**config.mk**
```make
export PLATFORM = sky130hd
export DESIGN_NAME = fbd_span_copy
export DESIGN_NICKNAME = d
export VERILOG_FILES = /design/src/include/fbd_pkg.sv /design/src/core/fbd_rotator.sv /design/src/core/fbd_span_copy.sv
export SDC_FILE = /design/constraint.sdc
export NUM_CORES = 1
export LEC_CHECK = 0
export BUFFER_PORTS_ARGS = -buffer_cell sky130_fd_sc_hd__buf_4
export CAP_MARGIN = 20
export CELL_PAD_IN_SITES_DETAIL_PLACEMENT = 0
export CELL_PAD_IN_SITES_GLOBAL_PLACEMENT = 1
export CORE_UTILIZATION = 24
export CTS_BUF_LIST = sky130_fd_sc_hd__clkbuf_4 sky130_fd_sc_hd__clkbuf_8
export CTS_CLUSTER_SIZE = 8
export DETAILED_ROUTE_END_ITERATION = 6
export GPL_TIMING_DRIVEN = 0
export PLACE_DENSITY = 0.51
export RECOVER_POWER = 25
export SKIP_LAST_GASP = 1
export SLEW_MARGIN = 20
export SYNTH_ARGS = -nofsm -noshare
export SYNTH_HDL_FRONTEND = slang
export SYNTH_HIERARCHICAL = 1
export SYNTH_SLANG_ARGS = --single-unit
```
**constraint.sdc**
```tcl
create_clock -name pclk -period 3.6 [get_ports pclk]
set_input_delay 0.72 -clock pclk [delete_from_list [all_inputs] [get_ports pclk]]
set_output_delay 0.72 -clock pclk [all_outputs]
set_load 0.05 [all_outputs]
```
**src/include/fbd_pkg.sv**
```systemverilog
// shared constants and types of the frame buffer span copy engine
package fbd_pkg;

  // register byte offsets on the apb slave
  localparam logic [7:0] FBD_OFF_CMD_STATUS = 8'h00;
  localparam logic [7:0] FBD_OFF_MODE_CONFIG = 8'h04;
  localparam logic [7:0] FBD_OFF_RASTER_OP = 8'h08;
  localparam logic [7:0] FBD_OFF_PIXEL_SHIFT = 8'h0c;
  localparam logic [7:0] FBD_OFF_DMA_BASE = 8'h10;
  localparam logic [7:0] FBD_OFF_AND_MASK = 8'h14;
  localparam logic [7:0] FBD_OFF_RED_VALUE = 8'h18;
  localparam logic [7:0] FBD_OFF_GREEN_VALUE = 8'h1c;

  // reset values
  localparam logic [31:0] FBD_RST_WORD = 32'h0000_0000;
  localparam logic [31:0] FBD_RST_AND_MASK = 32'hffff_ffff;

  // field positions
  localparam int FBD_BUSY_BIT = 0;
  localparam int FBD_MODE_MSB = 6;
  localparam int FBD_DST_BM_LSB = 8;
  localparam int FBD_SHIFT_MSB = 2;
  localparam int FBD_DITH_LSB = 27;
  localparam int FBD_CNT_LSB = 16;
  localparam int FBD_CNT_MSB = 26;
  localparam int FBD_ML_LSB = 8;
  localparam int FBD_MR_LSB = 0;

  // operating modes
  localparam logic [6:0] FBD_MODE_DMA_WRITE = 7'h07;
  localparam logic [6:0] FBD_MODE_DMA_READ_DITHER = 7'h17;
  localparam logic [6:0] FBD_MODE_DMA_READ_PLAIN = 7'h37;

  // destination bitmap code for the dual twelve bit format
  localparam logic [1:0] FBD_DST_BM_DUAL12 = 2'h2;

  // span geometry
  localparam int FBD_CNT_W = 12;
  localparam logic [31:0] FBD_QW_BYTES = 32'h0000_0008;
  localparam logic [31:0] FBD_DW_BYTES = 32'h0000_0004;

  // 4x4 ordered dither thresholds, row major
  localparam logic [63:0] FBD_DITHER_MAT = 64'h5d7f_193b_e4c6_a082;

  typedef enum logic [5:0] {
    FBD_S_IDLE = 6'b000001,
    FBD_S_WAIT = 6'b000010,
    FBD_S_ROT = 6'b000100,
    FBD_S_ARB = 6'b001000,
    FBD_S_LO = 6'b010000,
    FBD_S_HI = 6'b100000
  } fbd_state_t;

endpackage : fbd_pkg

```
**src/core/fbd_rotator.sv**
```systemverilog
// residue register and byte rotator for the span copy engine
module fbd_rotator
  import fbd_pkg::*;
(
  input wire logic pclk,
  input wire logic presetn,
  input wire logic clear,
  input wire logic in_valid,
  input wire logic [63:0] quadin,
  input wire logic [2:0] shift,
  output logic out_valid,
  output logic [63:0] quadout
);

  typedef struct packed {
    logic [63:0] residue;
    logic valid;
    logic [63:0] quadout;
  } fbd_rot_state_t;

  fbd_rot_state_t q_r;
  fbd_rot_state_t q_nxt;
  logic [127:0] cat;

  always_comb begin
    q_nxt = q_r;
    q_nxt.valid = 1'b0;
    cat = {quadin, q_r.residue} >> {shift, 3'b000};
    if (clear) begin
      q_nxt.residue = 64'h0;
    end else if (in_valid) begin
      q_nxt.quadout = cat[63:0];
      q_nxt.residue = quadin;
      q_nxt.valid = 1'b1;
    end
  end

  always_ff @(posedge pclk or negedge presetn) begin
    if (!presetn) begin
      q_r <= '0;
    end else begin
      q_r <= q_nxt;
    end
  end

  assign out_valid = q_r.valid;
  assign quadout = q_r.quadout;

endmodule : fbd_rotator

```
**src/core/fbd_span_copy.sv**
```systemverilog
// frame buffer to pci span copy engine with apb registers and read-path pixel conditioning
module fbd_span_copy
  import fbd_pkg::*;
(
  input wire logic pclk,
  input wire logic presetn,
  input wire logic psel,
  input wire logic penable,
  input wire logic pwrite,
  input wire logic [7:0] paddr,
  input wire logic [31:0] pwdata,
  output logic [31:0] prdata,
  output logic pready,
  output logic pslverr,
  input wire logic trig_valid,
  input wire logic [31:0] trig_addr,
  input wire logic [31:0] trig_data,
  output logic trig_ready,
  output logic fb_rd_req,
  output logic [31:0] fb_rd_addr,
  input wire logic fb_rd_valid,
  input wire logic [63:0] fb_rd_data,
  output logic pci_req,
  input wire logic pci_gnt,
  output logic mw_start,
  output logic mw_valid,
  output logic [31:0] mw_addr,
  output logic [31:0] mw_data,
  output logic [3:0] mw_be_n,
  output logic mw_last,
  input wire logic mw_ack,
  input wire logic mw_stop,
  input wire logic rd_src_valid,
  input wire logic [31:0] rd_src_data,
  output logic rd_dst_valid,
  output logic [31:0] rd_dst_data,
  output logic busy
);

  typedef struct packed {
    fbd_state_t st;
    logic busy;
    logic [31:0] mode_cfg;
    logic [31:0] raster_op;
    logic [31:0] pixel_shift;
    logic [31:0] dma_base;
    logic [31:0] and_mask;
    logic [31:0] red_value;
    logic [31:0] green_value;
    logic [31:0] prdata;
    logic pready;
    logic pslverr;
    logic trig_ready;
    logic fb_req;
    logic [31:0] fb_addr;
    logic [FBD_CNT_W-1:0] rcnt;
    logic [1:0] idx;
    logic one;
    logic fin;
    logic [7:0] ml;
    logic [7:0] mr;
    logic [63:0] qo;
    logic do_lo;
    logic do_hi;
    logic [3:0] be_lo;
    logic [3:0] be_hi;
    logic [31:0] pci_addr;
    logic pci_req;
    logic owned;
    logic mw_start;
    logic mw_valid;
    logic [31:0] mw_addr;
    logic [31:0] mw_data;
    logic [3:0] mw_be_n;
    logic mw_last;
    logic rd_valid;
    logic [31:0] rd_data;
  } fbd_core_state_t;

  fbd_core_state_t q_r;
  fbd_core_state_t q_nxt;
  logic adv;
  logic rot_in_valid;
  logic rot_valid;
  logic [63:0] rot_out;
  logic [6:0] mode;
  logic [31:0] dith_word;
  logic [31:0] rep12_word;

  assign mode = q_r.mode_cfg[FBD_MODE_MSB:0];
  assign rot_in_valid = (q_r.st == FBD_S_WAIT) && fb_rd_valid;

  fbd_rotator u_rot (
    .pclk(pclk),
    .presetn(presetn),
    .clear(q_r.st == FBD_S_IDLE),
    .in_valid(rot_in_valid),
    .quadin(fb_rd_data),
    .shift(q_r.pixel_shift[FBD_SHIFT_MSB:0]),
    .out_valid(rot_valid),
    .quadout(rot_out)
  );

  ////////////////////////////////////////////////////////////////////////////
  // read-path pixel conditioning

  function automatic logic [7:0] sat_add(input logic [7:0] v, input logic [3:0] t);
    logic [8:0] s;
    s = {1'b0, v} + {5'h00, t};
    sat_add = s[8] ? 8'hff : s[7:0];
  endfunction : sat_add

  logic [3:0] dith_idx;
  logic [3:0] dith_t;
  logic [7:0] dith_px;
  logic [31:0] rd_pre;

  always_comb begin
    dith_idx = {q_r.red_value[FBD_DITH_LSB+1:FBD_DITH_LSB],
                q_r.green_value[FBD_DITH_LSB+1:FBD_DITH_LSB]};
    dith_t = FBD_DITHER_MAT[{dith_idx, 2'b00} +: 4];
    dith_px = (sat_add(rd_src_data[23:16], dith_t) & 8'he0) |
              ((sat_add(rd_src_data[15:8], dith_t) >> 3) & 8'h1c) |
              (sat_add(rd_src_data[7:0], dith_t) >> 6);
    dith_word = {4{dith_px}};
    rd_pre = (mode == FBD_MODE_DMA_READ_DITHER) ? dith_word : rd_src_data;
  end

  genvar gb;
  generate
    for (gb = 0; gb < 4; gb++) begin : g_rep12
      assign rep12_word[gb*8 +: 8] = {rd_pre[gb*8+4 +: 4], rd_pre[gb*8+4 +: 4]};
    end
  endgenerate

  ////////////////////////////////////////////////////////////////////////////
  // next-state logic

  always_comb begin
    q_nxt = q_r;
    adv = 1'b0;
    q_nxt.fb_req = 1'b0;
    q_nxt.mw_start = 1'b0;
    q_nxt.rd_valid = 1'b0;
    q_nxt.pready = 1'b0;
    q_nxt.pslverr = 1'b0;

    // apb: answer one cycle after setup
    if (psel && !penable) begin
      q_nxt.pready = 1'b1;
      q_nxt.prdata = FBD_RST_WORD;
      case (paddr)
        FBD_OFF_CMD_STATUS: q_nxt.prdata[FBD_BUSY_BIT] = q_r.busy;
        FBD_OFF_MODE_CONFIG: q_nxt.prdata = q_r.mode_cfg;
        FBD_OFF_RASTER_OP: q_nxt.prdata = q_r.raster_op;
        FBD_OFF_PIXEL_SHIFT: q_nxt.prdata = q_r.pixel_shift;
        FBD_OFF_DMA_BASE: q_nxt.prdata = q_r.dma_base;
        FBD_OFF_AND_MASK: q_nxt.prdata = q_r.and_mask;
        FBD_OFF_RED_VALUE: q_nxt.prdata = q_r.red_value;
        FBD_OFF_GREEN_VALUE: q_nxt.prdata = q_r.green_value;
        default: q_nxt.pslverr = 1'b1;
      endcase
    end
    if (psel && penable && q_r.pready && pwrite && !q_r.pslverr) begin
      case (paddr)
        FBD_OFF_MODE_CONFIG: q_nxt.mode_cfg = pwdata;
        FBD_OFF_RASTER_OP: q_nxt.raster_op = pwdata;
        FBD_OFF_PIXEL_SHIFT: q_nxt.pixel_shift = pwdata;
        FBD_OFF_DMA_BASE: q_nxt.dma_base = pwdata;
        FBD_OFF_AND_MASK: q_nxt.and_mask = pwdata;
        FBD_OFF_RED_VALUE: q_nxt.red_value = pwdata;
        FBD_OFF_GREEN_VALUE: q_nxt.green_value = pwdata;
        default: q_nxt.prdata = q_r.prdata;
      endcase
    end

    // read copy path, one conditioned dword per source dword
    if (rd_src_valid && (mode == FBD_MODE_DMA_READ_DITHER ||
        mode == FBD_MODE_DMA_READ_PLAIN)) begin
      q_nxt.rd_valid = 1'b1;
      if (q_r.raster_op[FBD_DST_BM_LSB+1:FBD_DST_BM_LSB] == FBD_DST_BM_DUAL12) begin
        q_nxt.rd_data = rep12_word;
      end else begin
        q_nxt.rd_data = rd_pre;
      end
    end

    // span sequencer
    unique case (q_r.st)
      FBD_S_IDLE: begin
        if (trig_valid && q_r.trig_ready) begin
          q_nxt.busy = 1'b1;
          q_nxt.fb_req = 1'b1;
          q_nxt.fb_addr = trig_addr;
          q_nxt.rcnt = {1'b0, trig_data[FBD_CNT_MSB:FBD_CNT_LSB]} + 12'h001;
          q_nxt.one = (trig_data[FBD_CNT_MSB:FBD_CNT_LSB] == 11'h000);
          q_nxt.ml = trig_data[FBD_ML_LSB +: 8];
          q_nxt.mr = trig_data[FBD_MR_LSB +: 8];
          q_nxt.pci_addr = q_r.dma_base;
          q_nxt.idx = 2'h0;
          q_nxt.st = FBD_S_WAIT;
        end
      end
      FBD_S_WAIT: begin
        if (fb_rd_valid) begin
          q_nxt.rcnt = q_r.rcnt - 12'h001;
          q_nxt.fb_addr = q_r.fb_addr + FBD_QW_BYTES;
          q_nxt.st = FBD_S_ROT;
        end
      end
      FBD_S_ROT: begin
        if (rot_valid) begin
          q_nxt.qo = rot_out;
          q_nxt.fin = (q_r.rcnt == '0);
          q_nxt.do_lo = 1'b1;
          q_nxt.do_hi = 1'b1;
          q_nxt.be_lo = 4'h0;
          q_nxt.be_hi = 4'h0;
          if (q_r.idx != 2'h2) begin
            q_nxt.idx = q_r.idx + 2'h1;
          end
          if (q_r.one) begin
            q_nxt.do_lo = 1'b1;
          end else if (q_r.idx == 2'h0) begin
            q_nxt.do_lo = 1'b0;
            q_nxt.do_hi = 1'b0;
          end else if (q_r.idx == 2'h1) begin
            q_nxt.do_lo = (q_r.ml[3:0] == 4'h0);
            q_nxt.be_lo = q_r.ml[3:0];
            q_nxt.be_hi = q_r.ml[7:4];
          end else if (q_r.rcnt == '0) begin
            q_nxt.be_lo = q_r.mr[3:0];
            q_nxt.be_hi = q_r.mr[7:4];
            q_nxt.do_hi = (q_r.mr[7:4] != 4'h0);
          end
          if (!q_nxt.do_lo && !q_nxt.do_hi) begin
            adv = 1'b1;
          end else if (q_r.owned) begin
            q_nxt.st = q_nxt.do_lo ? FBD_S_LO : FBD_S_HI;
          end else begin
            q_nxt.st = FBD_S_ARB;
          end
        end
      end
      FBD_S_ARB: begin
        q_nxt.pci_req = 1'b1;
        if (q_r.pci_req && pci_gnt) begin
          q_nxt.owned = 1'b1;
          q_nxt.mw_start = 1'b1;
          q_nxt.st = q_r.do_lo ? FBD_S_LO : FBD_S_HI;
        end
      end
      FBD_S_LO, FBD_S_HI: begin
        if (mw_ack) begin
          q_nxt.pci_addr = q_r.pci_addr + FBD_DW_BYTES;
          if (q_r.st == FBD_S_LO) begin
            q_nxt.do_lo = 1'b0;
            if (q_r.do_hi) begin
              q_nxt.st = FBD_S_HI;
            end else begin
              adv = 1'b1;
            end
          end else begin
            q_nxt.do_hi = 1'b0;
            adv = 1'b1;
          end
        end
        if (mw_stop) begin
          q_nxt.pci_req = 1'b0;
          q_nxt.owned = 1'b0;
          if (!adv) begin
            q_nxt.st = FBD_S_ARB;
          end
        end
      end
      default: q_nxt.st = FBD_S_IDLE;
    endcase

    if (adv) begin
      if (q_nxt.fin) begin
        q_nxt.busy = 1'b0;
        q_nxt.pci_req = 1'b0;
        q_nxt.owned = 1'b0;
        q_nxt.st = FBD_S_IDLE;
      end else begin
        q_nxt.fb_req = 1'b1;
        q_nxt.st = FBD_S_WAIT;
      end
    end

    q_nxt.trig_ready = (q_nxt.st == FBD_S_IDLE) &&
                       (q_nxt.mode_cfg[FBD_MODE_MSB:0] == FBD_MODE_DMA_WRITE);

    // pci dword presented from the next state; and_mask is applied, no rop
    q_nxt.mw_valid = (q_nxt.st == FBD_S_LO) || (q_nxt.st == FBD_S_HI);
    q_nxt.mw_addr = q_nxt.pci_addr;
    if (q_nxt.st == FBD_S_LO) begin
      q_nxt.mw_data = q_nxt.qo[31:0] & q_nxt.and_mask;
      q_nxt.mw_be_n = q_nxt.be_lo;
    end else begin
      q_nxt.mw_data = q_nxt.qo[63:32] & q_nxt.and_mask;
      q_nxt.mw_be_n = q_nxt.be_hi;
    end
    q_nxt.mw_last = q_nxt.mw_valid && q_nxt.fin &&
                    ((q_nxt.st == FBD_S_HI) || !q_nxt.do_hi);
  end

  always_ff @(posedge pclk or negedge presetn) begin
    if (!presetn) begin
      q_r <= '0;
      q_r.st <= FBD_S_IDLE;
      q_r.and_mask <= FBD_RST_AND_MASK;
    end else begin
      q_r <= q_nxt;
    end
  end

  ////////////////////////////////////////////////////////////////////////////
  // outputs

  assign prdata = q_r.prdata;
  assign pready = q_r.pready;
  assign pslverr = q_r.pslverr;
  assign trig_ready = q_r.trig_ready;
  assign fb_rd_req = q_r.fb_req;
  assign fb_rd_addr = q_r.fb_addr;
  assign pci_req = q_r.pci_req;
  assign mw_start = q_r.mw_start;
  assign mw_valid = q_r.mw_valid;
  assign mw_addr = q_r.mw_addr;
  assign mw_data = q_r.mw_data;
  assign mw_be_n = q_r.mw_be_n;
  assign mw_last = q_r.mw_last;
  assign rd_dst_valid = q_r.rd_valid;
  assign rd_dst_data = q_r.rd_data;
  assign busy = q_r.busy;

endmodule : fbd_span_copy

```
---- After elaboration in Yosys (flattened, before gate mapping) ----
Cells that the tools add are included.
word-level totals
  input port bits ......................... 211
  word-level logic and storage cells ...... 218
  output and inout bits ................... 174
  register bits after elaboration ......... 640
cells by class
  bitwise operators ....................... 5
  shift-type cells ........................ 2
  add/sub/neg operators ................... 8
  eq/ne operators ......................... 29
  reductions and logical operators ........ 47
  mux-type cells .......................... 87
operators by type and width
  cell                                                       count
  two-way mux 32 bit                                         10
  two-way mux 231 bit                                        1
  one-hot mux 31 bit (7 select lines)                        1
  two-way mux 129 bit                                        1
  two-way mux 64 bit                                         2
  >> shifter 128 x 6 -> 64 bit                               1
  one-hot mux 44 bit (2 select lines)                        1
  two-way mux 74 bit                                         1
  two-way mux 6 bit                                          12
  two-way mux 65 bit                                         1
  bitwise AND 32 bit                                         2
  one-hot mux 32 bit (2 select lines)                        1
  indexed part select 64 x 7 -> 4 bit, first input constant  1
  two-way mux 48 bit                                         1
  two-way mux 8 bit                                          6
  two-way mux 44 bit                                         1
  two-way mux 36 bit                                         1
  two-way mux 9 bit                                          4
  two-way mux 34 bit                                         1
  two-way mux 33 bit                                         1
  adder 32 x 3 -> 32 bit, second input constant              1
  adder 32 x 4 -> 32 bit, second input constant              1
  == test 8 x 5 -> 1 bit, second input constant              4
  one-hot mux 6 bit (5 select lines)                         1
  45 further kinds                                           121

---- Longest topological paths before layout ----
Gate-level depths: netlist of the first run.
  word-level depth ........................ 17
  mapped depth ............................ 11
  gate-level depth less buffers ........... 9

---- Hierarchy ----
Netlist of the first run, hierarchy kept.
by module, submodules not included
  module         area each (µm²)  sequential area each (µm²)  cells an instance  times used
  fbd_span_copy  25097.8          12828.6                     2272               1
  fbd_rotator    8654.6           3228.1                      794                1

---- Worst setup path after synthesis of the first run ----
Ideal clock, no wire load.
  path kind ............................... input port to flip-flop
  start ................................... input paddr[5]
  end ..................................... register q_r (netlist bit mw_data[31])
  data arrival time ....................... 2500 ps
  slack ................................... 977 ps
  required time ........................... 3476 ps
  stages on the path ...................... 8
  path buffers ............................ 2
  library setup time ...................... 124 ps
  path through ............................ or4_4 -> nor4_4 -> and2_1 -> buf_4 -> buf_6 -> mux2_1 -> nand3_1 -> o21ai_1
RTL lines
  element               line                  RTL
  start, declared       fbd_span_copy.sv:10   input wire logic [7:0] paddr,
  end signal, assigned  fbd_span_copy.sv:314  q_r <= q_nxt;
  end, declared         fbd_span_copy.sv:80   fbd_core_state_t q_r;

---- Final worst setup path of the first run ----
  start ................................... register q_r (netlist bit dith_idx[3])
  end ..................................... register q_r (netlist bit rd_dst_data[10])
between the ends
  word-level cells in the longest chain between the ends .. 7
  elaborated cells between the ends (all ways) .. 9
  those cells by class .................... add/sub (2); shift (1); mux (4); bitwise (2)
RTL lines
  element                                line                  RTL
  indexed part select 64 x 7 -> 4 bit *  fbd_span_copy.sv:121  dith_t = FBD_DITHER_MAT[{dith_idx, 2'b00} +: 4];
  adder 8 x 4 -> 9 bit                   fbd_span_copy.sv:109  s = {1'b0, v} + {5'h00, t};
  two-way mux 8 bit                      fbd_span_copy.sv:110  sat_add = s[8] ? 8'hff : s[7:0];
  bitwise OR 8 x 5 -> 8 bit *            fbd_span_copy.sv:122  dith_px = (sat_add(rd_src_data[23:16], dith_t) & 8'he0) |
  bitwise OR 8 x 2 -> 8 bit *            fbd_span_copy.sv:123  ((sat_add(rd_src_data[15:8], dith_t) >> 3) & 8'h1c) |
  two-way mux 32 bit *                   fbd_span_copy.sv:126  rd_pre = (mode == FBD_MODE_DMA_READ_DITHER) ? dith_word : rd_src_data;
  two-way mux 28 bit *                   fbd_span_copy.sv:181  if (q_r.raster_op[FBD_DST_BM_LSB+1:FBD_DST_BM_LSB] == FBD_DST_BM_DUAL12) begin
Mark *: on every way between the ends. The rest lies on a longest branch, timed or not.
A chain may end at the register's enable or synchronous reset.

==> run metrics, run 1 <==
run status finished, violations left; violated checks capacitance limit, slew limit; mean area per synthesized cell 11.0 um2; maximum number of pins on one net before global-route repair 92; post-route clock skew 35.1 ps; Syn Std Cell Area 33800 um2; adder-cell share of the synthesized area 0.701%; mux cell area share after synthesis 19.6%; Top Usage Layer GRT met2; vias in the first global route 27200; leakage power summed over all cells 19.9 nW; f_max 306 MHz; top area cells in the synthesized netlist sky130_fd_sc_hd__dfrtp_1 (45%), sky130_fd_sc_hd__mux2_2 (10%), sky130_fd_sc_hd__buf_4 (5.6%), sky130_fd_sc_hd__mux2i_1 (4.0%), sky130_fd_sc_hd__mux4_2 (4.0%); most frequently used cell type in the post-synthesis netlist sky130_fd_sc_hd__dfrtp_1; number of instances in the synthesized netlist 3066; required time of the critical path 4380 ps; net count reported at finish 3821; total global routing track utilization 19.3%; launching point of the worst reg2reg path dith_idx[3]; count of cells along the worst hold path 2; post-synthesis sequential area ratio 47.6%; fraction of layout instances using a drive strength above 1 37.7%; category of the worst setup path launch point flip-flop; logic depth of the worst register-to-register path 9; vias per cell 4.80; port buffer count 376; cts bufs inserted 133; nature of the critical path endpoint flip-flop; final critical-path share of the clock period 90.8%; final hold vios 0; number of storage elements in the synthesis netlist 640; Die ar. 142000 um2; CP Class flip-flop to flip-flop; Synth async-reset ratio 100%; main combinational cell family by area after synthesis multiplexers; clock latency on the worst-skew pair 860 ps; GRT met1 Usage 26.7%; GRT met3 Usage 4.30%; Via Count 26800; synthesized netlist net count 3295; Finished Layout Cells 5588; maximum fanout along the worst path 7; clock buffer depth 3; number of violations reported at the end of detailed-routing iteration 0 2233; Pwr Total 16.6 mW; H-tree depth 4; detailed-routing iteration count for the pre-antenna-repair pass 6; routed length per placed instance 24.7 um; Die Ht 377 um; Final ANT Viol Nets 0; number of pins with negative max-slew slack in the final report 125; slew margin rel. -28.3%; xor and xnor fraction of the mapped netlist area 0.311%; Worst-path clk slew 60 ps; top post-synthesis cells by count sky130_fd_sc_hd__dfrtp_1 (607), sky130_fd_sc_hd__nand2_1 (324), sky130_fd_sc_hd__mux2_2 (304); actual slew at the worst max-slew pin 1920 ps; data arrival at the endpoint of the critical path 4050 ps; # IOs 385; min-delay worst type primary input to flip-flop; synthesized-area fraction occupied by ao, oa, aoi and oai cells 12.8%; simple-gate portion of the synthesized area 10.8%; worst min-delay path startpoint trig_data[8]; count of placed standard cells including taps 5326; initial antenna violation count 15; Post-synth EDFFs 0; WHS Endpoint q_r[220]; synth-to-layout area growth 25.1%; Clock Root Buffer sky130_fd_sc_hd__clkbuf_8; CTS Sinks 640; Initial Utilization 24.2%; Chip Width 377 um; post-route DRC violation count 0; first-pass GRT wire length 200000 um; clock period minus worst slack 3270 ps; Final setup violation count 0; count of unique library cells instantiated by Yosys 93; power density of the placed cells 393 nW/um2; final weighted congestion in routability-driven placement 0.875; number of standard-cell rows in the floorplan 137; Floorplan Core Area 140000 um2; Detail Placement HPWL 105000 um; TritonCTS clock tree yes; RSZ-0062 raised after global routing no; maximum VDD drop 0.000248 V; area fraction of the dominant cell type after synthesis 45.0%; setup slack on the worst flop-to-flop path 330 ps; max-cap viol count 2; met2 capacity usage during global routing 30.1%; Reg-to-Reg End rd_dst_data[10]; final wirelength 138000 um; top cell type by total area after synthesis sky130_fd_sc_hd__dfrtp_1; Main synth FF type sky130_fd_sc_hd__dfrtp_1; count of synthesis-stage warnings from yosys 6; gr ovfl total 0
## area by class of cell
class                   instances  area [um2]
fillers                     14800       97300
flip-flops and latches        640       16100
multi-input cells            1977       15000
repair buffers                392        3070
plain buffers                 423        2670
clock buffers                 219        2670
well taps                    1876        2350
clock inverters                27         328
inverters                      25        97.6
diodes                          9        22.5
## flip-flops by register name, summed over array words and instances (netlist names), 4 cells and up
register       flops
dith_idx           4
fb_rd_addr        32
mode               7
mw_addr           32
mw_be_n            4
mw_data           32
prdata            32
q_r              326
rd_dst_data       32
u_rot/q_r         64
u_rot/quadout     64
## metrics by stage
| step | setup TNS, ps | instance area, um2 | worst slack [ps] | util [%] | hold slack (ps) |
|---|---|---|---|---|---|
| floorplan | 0 | 33800 | 977 | - | 424 |
| global route | 0 | 42200 | 112 | 30.3 | 42.2 |
| CTS | 0 | 42200 | 91.0 | 30.3 | 3.15 |
| finish | 0 | 42200 | 332 | 30.3 | 110 |
| global placement | -3990850 | 38900 | -6440 | 27.9 | 453 |
| detailed placement | -51320 | 39200 | -796 | 28.1 | 458 |
## per-layer routing
metal | vias up | wire length, um
met2 | 857 | 63000
met1 | 13700 | 63400
met3 | 192 | 8500
li1 | 12100 | -
met4 | 16 | 3260
met5 | - | 97
## power by group
group,total (mW),leakage [nW],switching [mW],internal (mW)
Sequential,7.22,8.77,0.00816,7.21
Combinational,0.714,9.55,0.457,0.257
Clock,8.67,1.59,3.60,5.07
Total,16.6,19.9,4.06,12.5
## worst max path at each step
stage / startpoint / endpoint / slack (ps) / depth (start not counted)
after floorplan: paddr[5] / mw_data[31] / 980 / 8
after global placement: presetn / u_rot/q_r[78] / -6440 / 1
after detailed placement: paddr[5] / q_r[359] / -800 / 6
after CTS: q_r[231] / trig_ready / 90 / 8
after global routing: presetn / u_rot/q_r[68] / 110 / 5
final: dith_idx[3] / rd_dst_data[10] / 330 / 9
## critical path: stages, from the launching register on
cell,delay [ps]
sky130_fd_sc_hd__dfrtp_1,560
sky130_fd_sc_hd__nor2b_1,100
sky130_fd_sc_hd__xnor2_1,370
sky130_fd_sc_hd__ha_1,310
sky130_fd_sc_hd__a31oi_1,230
sky130_fd_sc_hd__a22o_1,290
sky130_fd_sc_hd__a211oi_1,100
sky130_fd_sc_hd__o211a_1,220
sky130_fd_sc_hd__a311oi_1,760
sky130_fd_sc_hd__a22o_1,240
## cell families (layout without fill, tap and decap cells)
family / Yosys count / in the layout
flip-flops: 640 / 640
multiplexers: 534 / 534
XOR/XNOR: 12 / 12
adder cells (fa/ha/maj): 19 / 19
AO/OA/AOI/OAI: 637 / 637
buffers and inverters: 449 / 1086
AND/OR/NAND/NOR: 775 / 775
other: 0 / 9
## timing repair
item                       in CTS  in global routing
hold buffers                    3                  0
setup endpoints to repair       3                 19
pin swaps                       1                  0
resized for setup               1                  2
hold endpoints to repair       41                  0
buffers inserted                2                  2
## placed cells by master (no fill, tap or decap), types with 8 or more instances in the layout
cell type	synthesis	final
sky130_fd_sc_hd__a31oi_1	41	41
sky130_fd_sc_hd__clkbuf_4	0	56
sky130_fd_sc_hd__diode_2	0	9
sky130_fd_sc_hd__nand2_1	324	324
sky130_fd_sc_hd__and2_1	10	10
sky130_fd_sc_hd__o31ai_1	30	30
sky130_fd_sc_hd__and3_1	21	21
sky130_fd_sc_hd__a21o_1	33	33
sky130_fd_sc_hd__buf_4	251	629
sky130_fd_sc_hd__nor3_1	26	24
sky130_fd_sc_hd__clkbuf_1	108	107
sky130_fd_sc_hd__nand4_1	19	19
sky130_fd_sc_hd__o21ai_0	82	82
sky130_fd_sc_hd__a222oi_1	31	31
sky130_fd_sc_hd__o21ai_1	36	36
sky130_fd_sc_hd__mux2_4	29	29
sky130_fd_sc_hd__mux2_2	304	304
sky130_fd_sc_hd__a21oi_1	140	140
sky130_fd_sc_hd__nand3_1	71	71
sky130_fd_sc_hd__o22a_1	53	53
sky130_fd_sc_hd__a22o_1	14	14
sky130_fd_sc_hd__a22oi_1	16	16
sky130_fd_sc_hd__buf_1	13	13
sky130_fd_sc_hd__nor2_1	179	179
sky130_fd_sc_hd__mux2i_1	135	135
sky130_fd_sc_hd__ha_1	18	17
sky130_fd_sc_hd__xor2_1	8	8
sky130_fd_sc_hd__mux4_2	60	60
sky130_fd_sc_hd__nor2b_1	31	31
sky130_fd_sc_hd__clkbuf_8	0	164
sky130_fd_sc_hd__nand2b_1	23	23
sky130_fd_sc_hd__inv_1	24	24
sky130_fd_sc_hd__buf_6	11	11
sky130_fd_sc_hd__dfstp_2	33	33
sky130_fd_sc_hd__o221ai_1	25	25
sky130_fd_sc_hd__o22ai_1	63	63
sky130_fd_sc_hd__dfrtp_1	607	607
sky130_fd_sc_hd__or3_1	16	16
sky130_fd_sc_hd__buf_2	39	40
sky130_fd_sc_hd__clkinv_2	0	9
(Power assumes the default switching activity.)
==> run 2, diff against run 1 <==
--- a/config.mk
+++ b/config.mk
@@ -9,12 +9,12 @@
 export CAP_MARGIN = 20
 export CELL_PAD_IN_SITES_DETAIL_PLACEMENT = 0
 export CELL_PAD_IN_SITES_GLOBAL_PLACEMENT = 1
-export CORE_UTILIZATION = 24
+export CORE_UTILIZATION = 40
 export CTS_BUF_LIST = sky130_fd_sc_hd__clkbuf_4 sky130_fd_sc_hd__clkbuf_8
 export CTS_CLUSTER_SIZE = 8
 export DETAILED_ROUTE_END_ITERATION = 6
 export GPL_TIMING_DRIVEN = 0
-export PLACE_DENSITY = 0.51
+export PLACE_DENSITY = 0.74
 export RECOVER_POWER = 25
 export SKIP_LAST_GASP = 1
 export SLEW_MARGIN = 20
==> run metrics, run 2 (same netlist as run 1, synthesis figures left out) <==
run status finished, violations left (unchanged); violated checks capacitance limit, slew limit (unchanged); Clock Root Buffer sky130_fd_sc_hd__clkbuf_8 (unchanged); max FFs per register 326 (unchanged); setup slack on the worst flop-to-flop path 220 ps (was 330 ps); data arrival at the endpoint of the critical path 4100 ps (was 4050 ps); share of total power in combinational logic 4.2% (was 4.3%); Final setup violation count 0 (unchanged); vias per cell 5.66 (was 4.80); footprint of the flip-flops and latches 16100 um2 (unchanged); Chip Width 292 um (was 377 um); Reg-to-Reg End trig_ready (was rd_dst_data[10]); category of the worst setup path launch point primary input (was flip-flop); P_int 12.3 mW (was 12.5 mW); TritonCTS clock tree yes (unchanged); number of fill cells in the layout 7872 (was 14800); min-delay worst type primary input to flip-flop (unchanged); power density of the placed cells 393 nW/um2 (about the same); required time of the critical path 4310 ps (was 4380 ps); final wirelength 117000 um (was 138000 um); maximum VDD drop 0.000331 V (was 0.000248 V); port buffer count 376 (unchanged); Flop pwr share 44.9% (was 43.5%); clock share of power 50.9% (was 52.2%); first-pass GRT wire length 175000 um (was 200000 um); final hold vios 0 (unchanged); final weighted congestion in routability-driven placement 0.933 (was 0.875); Die Ht 292 um (was 377 um); maximum fanout along the worst path 10 (was 7); leakage power summed over all cells 19.8 nW (was 19.9 nW); Switching Power 3.76 mW (was 4.06 mW); number of pins with negative max-slew slack in the final report 86 (was 125); register bank with the most flops q_r (unchanged); number of violations reported at the end of detailed-routing iteration 0 2215 (was 2233); clock period minus worst slack 3400 ps (was 3270 ps); launching point of the worst reg2reg path q_r[231] (was dith_idx[3]); net count reported at finish 3796 (was 3821); nature of the critical path endpoint flip-flop (unchanged); Worst-path clk slew 60 ps (about the same); area of the multi-input gates 14900 um2 (was 15000 um2); H-tree depth 3 (was 4); Setup crit end prdata[22] (was rd_dst_data[10]); slew margin rel. -44.0% (was -28.3%); critical path startpoint paddr[5] (was dith_idx[3]); final critical-path share of the clock period 94.3% (was 90.8%); Finished Layout Cells 4752 (was 5588); detailed-routing iteration count for the pre-antenna-repair pass 6 (unchanged); Die ar. 85500 um2 (was 142000 um2); most frequent cells in the layout sky130_fd_sc_hd__buf_4 (624), sky130_fd_sc_hd__dfrtp_1 (607), sky130_fd_sc_hd__nand2_1 (324) (was sky130_fd_sc_hd__buf_4 (629), sky130_fd_sc_hd__dfrtp_1 (607), sky130_fd_sc_hd__nand2_1 (324)); synth-to-layout area growth 21.2% (was 25.1%); gr ovfl total 0 (unchanged); max-cap viol count 1 (was 2); Initial Utilization 40.4% (was 24.2%); total global routing track utilization 27.3% (was 19.3%); initial antenna violation count 12 (was 15); routed length per placed instance 24.7 um (about the same); maximum number of pins on one net before global-route repair 93 (was 92); most common library cell in the layout ignoring fill and taps sky130_fd_sc_hd__buf_4 (unchanged); Via Count 26900 (was 26800); post-route clock skew 55.8 ps (was 35.1 ps); post-route DRC violation count 0 (unchanged); actual slew at the worst max-slew pin 2160 ps (was 1920 ps); number of standard-cell rows in the floorplan 106 (was 137); clock latency on the worst-skew pair 780 ps (was 860 ps); CP Class primary input to flip-flop (was flip-flop to flip-flop); logic depth of the worst register-to-register path 8 (was 9); Net Sw Frac 23.4% (was 24.5%); vias in the first global route 26900 (was 27200); # IOs 385 (unchanged); buffers inserted during post-CTS setup optimization 0 (was 2); Total Negative Setup Slacks 0 ps (unchanged); clock buffer depth 3 (unchanged); fraction of layout instances using a drive strength above 1 36.9% (was 37.7%); f_max 294 MHz (was 306 MHz); Final ANT Viol Nets 0 (unchanged); count of placed standard cells including taps 4530 (was 5326); cts bufs inserted 115 (was 133); CTS Sinks 640 (unchanged); Detail Placement HPWL 87200 um (was 105000 um); Floorplan Core Area 83600 um2 (was 140000 um2); RSZ-0062 raised after global routing no (unchanged)
run 2: changes by cell type in the layout (fill, tap and decap cells not counted), moves of 3 or more:
cell                         delta
sky130_fd_sc_hd__clkbuf_4      -25
sky130_fd_sc_hd__clkbuf_8       -7
sky130_fd_sc_hd__buf_4          -5
sky130_fd_sc_hd__clkinvlp_4     -5
sky130_fd_sc_hd__bufinv_16      +4
sky130_fd_sc_hd__clkinv_2       +3
sky130_fd_sc_hd__inv_8          -3
run 2: per-layer routing:
layer  vias up  routed length (um)  GRT usage, %
met5         -                  76             0
met4        12                4470          10.2
met3       256                7920          4.99
met2      1101               54100          43.3
met1     13500               50800          37.1
li1      12000                   -             -
run 2: worst max-delay path, cell delays in order:
cell	delay, ps
sky130_fd_sc_hd__buf_4	110
sky130_fd_sc_hd__nor4_1	890
sky130_fd_sc_hd__and3_1	270
sky130_fd_sc_hd__clkbuf_1	250
sky130_fd_sc_hd__clkbuf_1	620
sky130_fd_sc_hd__clkbuf_1	660
sky130_fd_sc_hd__nand2_1	120
sky130_fd_sc_hd__a21oi_1	330
sky130_fd_sc_hd__a21o_1	120
run 2: final cells by class:
type,instances,share of cell area (%)
clock buffer,187,5.83
buffer,423,6.54
antenna,7,0.0428
multi-input combinational,1977,36.4
timing repair buffer,385,7.34
tap,1080,3.30
inverter,25,0.229
clock inverter,28,1.02
sequential,640,39.3
run 2: repair_timing:
action / 4_1_cts / 5_1_grt
resized for setup: 0 / 0
hold buffers: 1 / 0
hold endpoints to repair: 63 / 0
setup endpoints to repair: 0 / 3
run 2: stage by stage:
| stage | setup slack, ps | instance area, um2 | utilization [%] | total power, mW | hold slack, ps |
|---|---|---|---|---|---|
| finish | 203 | 40900 | 49.0 | 16.1 | 179 |
| global placement | -5740 | 37900 | 45.4 | 8.01 | 450 |
| detailed placement | -498 | 38100 | 45.6 | 8.04 | 456 |
| CTS | 58.2 | 40900 | 49.0 | 16.3 | 120 |
| global route | 46.5 | 40900 | 48.9 | 16.6 | 138 |
| floorplan | 977 | 33800 | - | 7.50 | 424 |
run 2: worst min-delay path by stage:
stage | from | endpoint | slack [ps] | depth (start not counted)
floorplan | presetn | busy | 420 | 0
global placement | q_r[526] | q_r[526] | 450 | 2
detailed placement | q_r[511] | q_r[511] | 460 | 2
CTS | trig_addr[2] | fb_rd_addr[2] | 120 | 3
global route | trig_data[2] | q_r[214] | 140 | 2
finish | trig_addr[2] | fb_rd_addr[2] | 180 | 3
run 2: power groups by stage:
| stage | clock (mW) | sequential, mW | combinational [mW] |
|---|---|---|---|
| after detailed placement | 0 | 7.34 | 0.692 |
| after floorplan | 0 | 7.35 | 0.152 |
| after global placement | 0 | 7.35 | 0.665 |
| after CTS | 8.34 | 7.22 | 0.695 |
| after global routing | 8.66 | 7.21 | 0.740 |
| final | 8.18 | 7.22 | 0.682 |
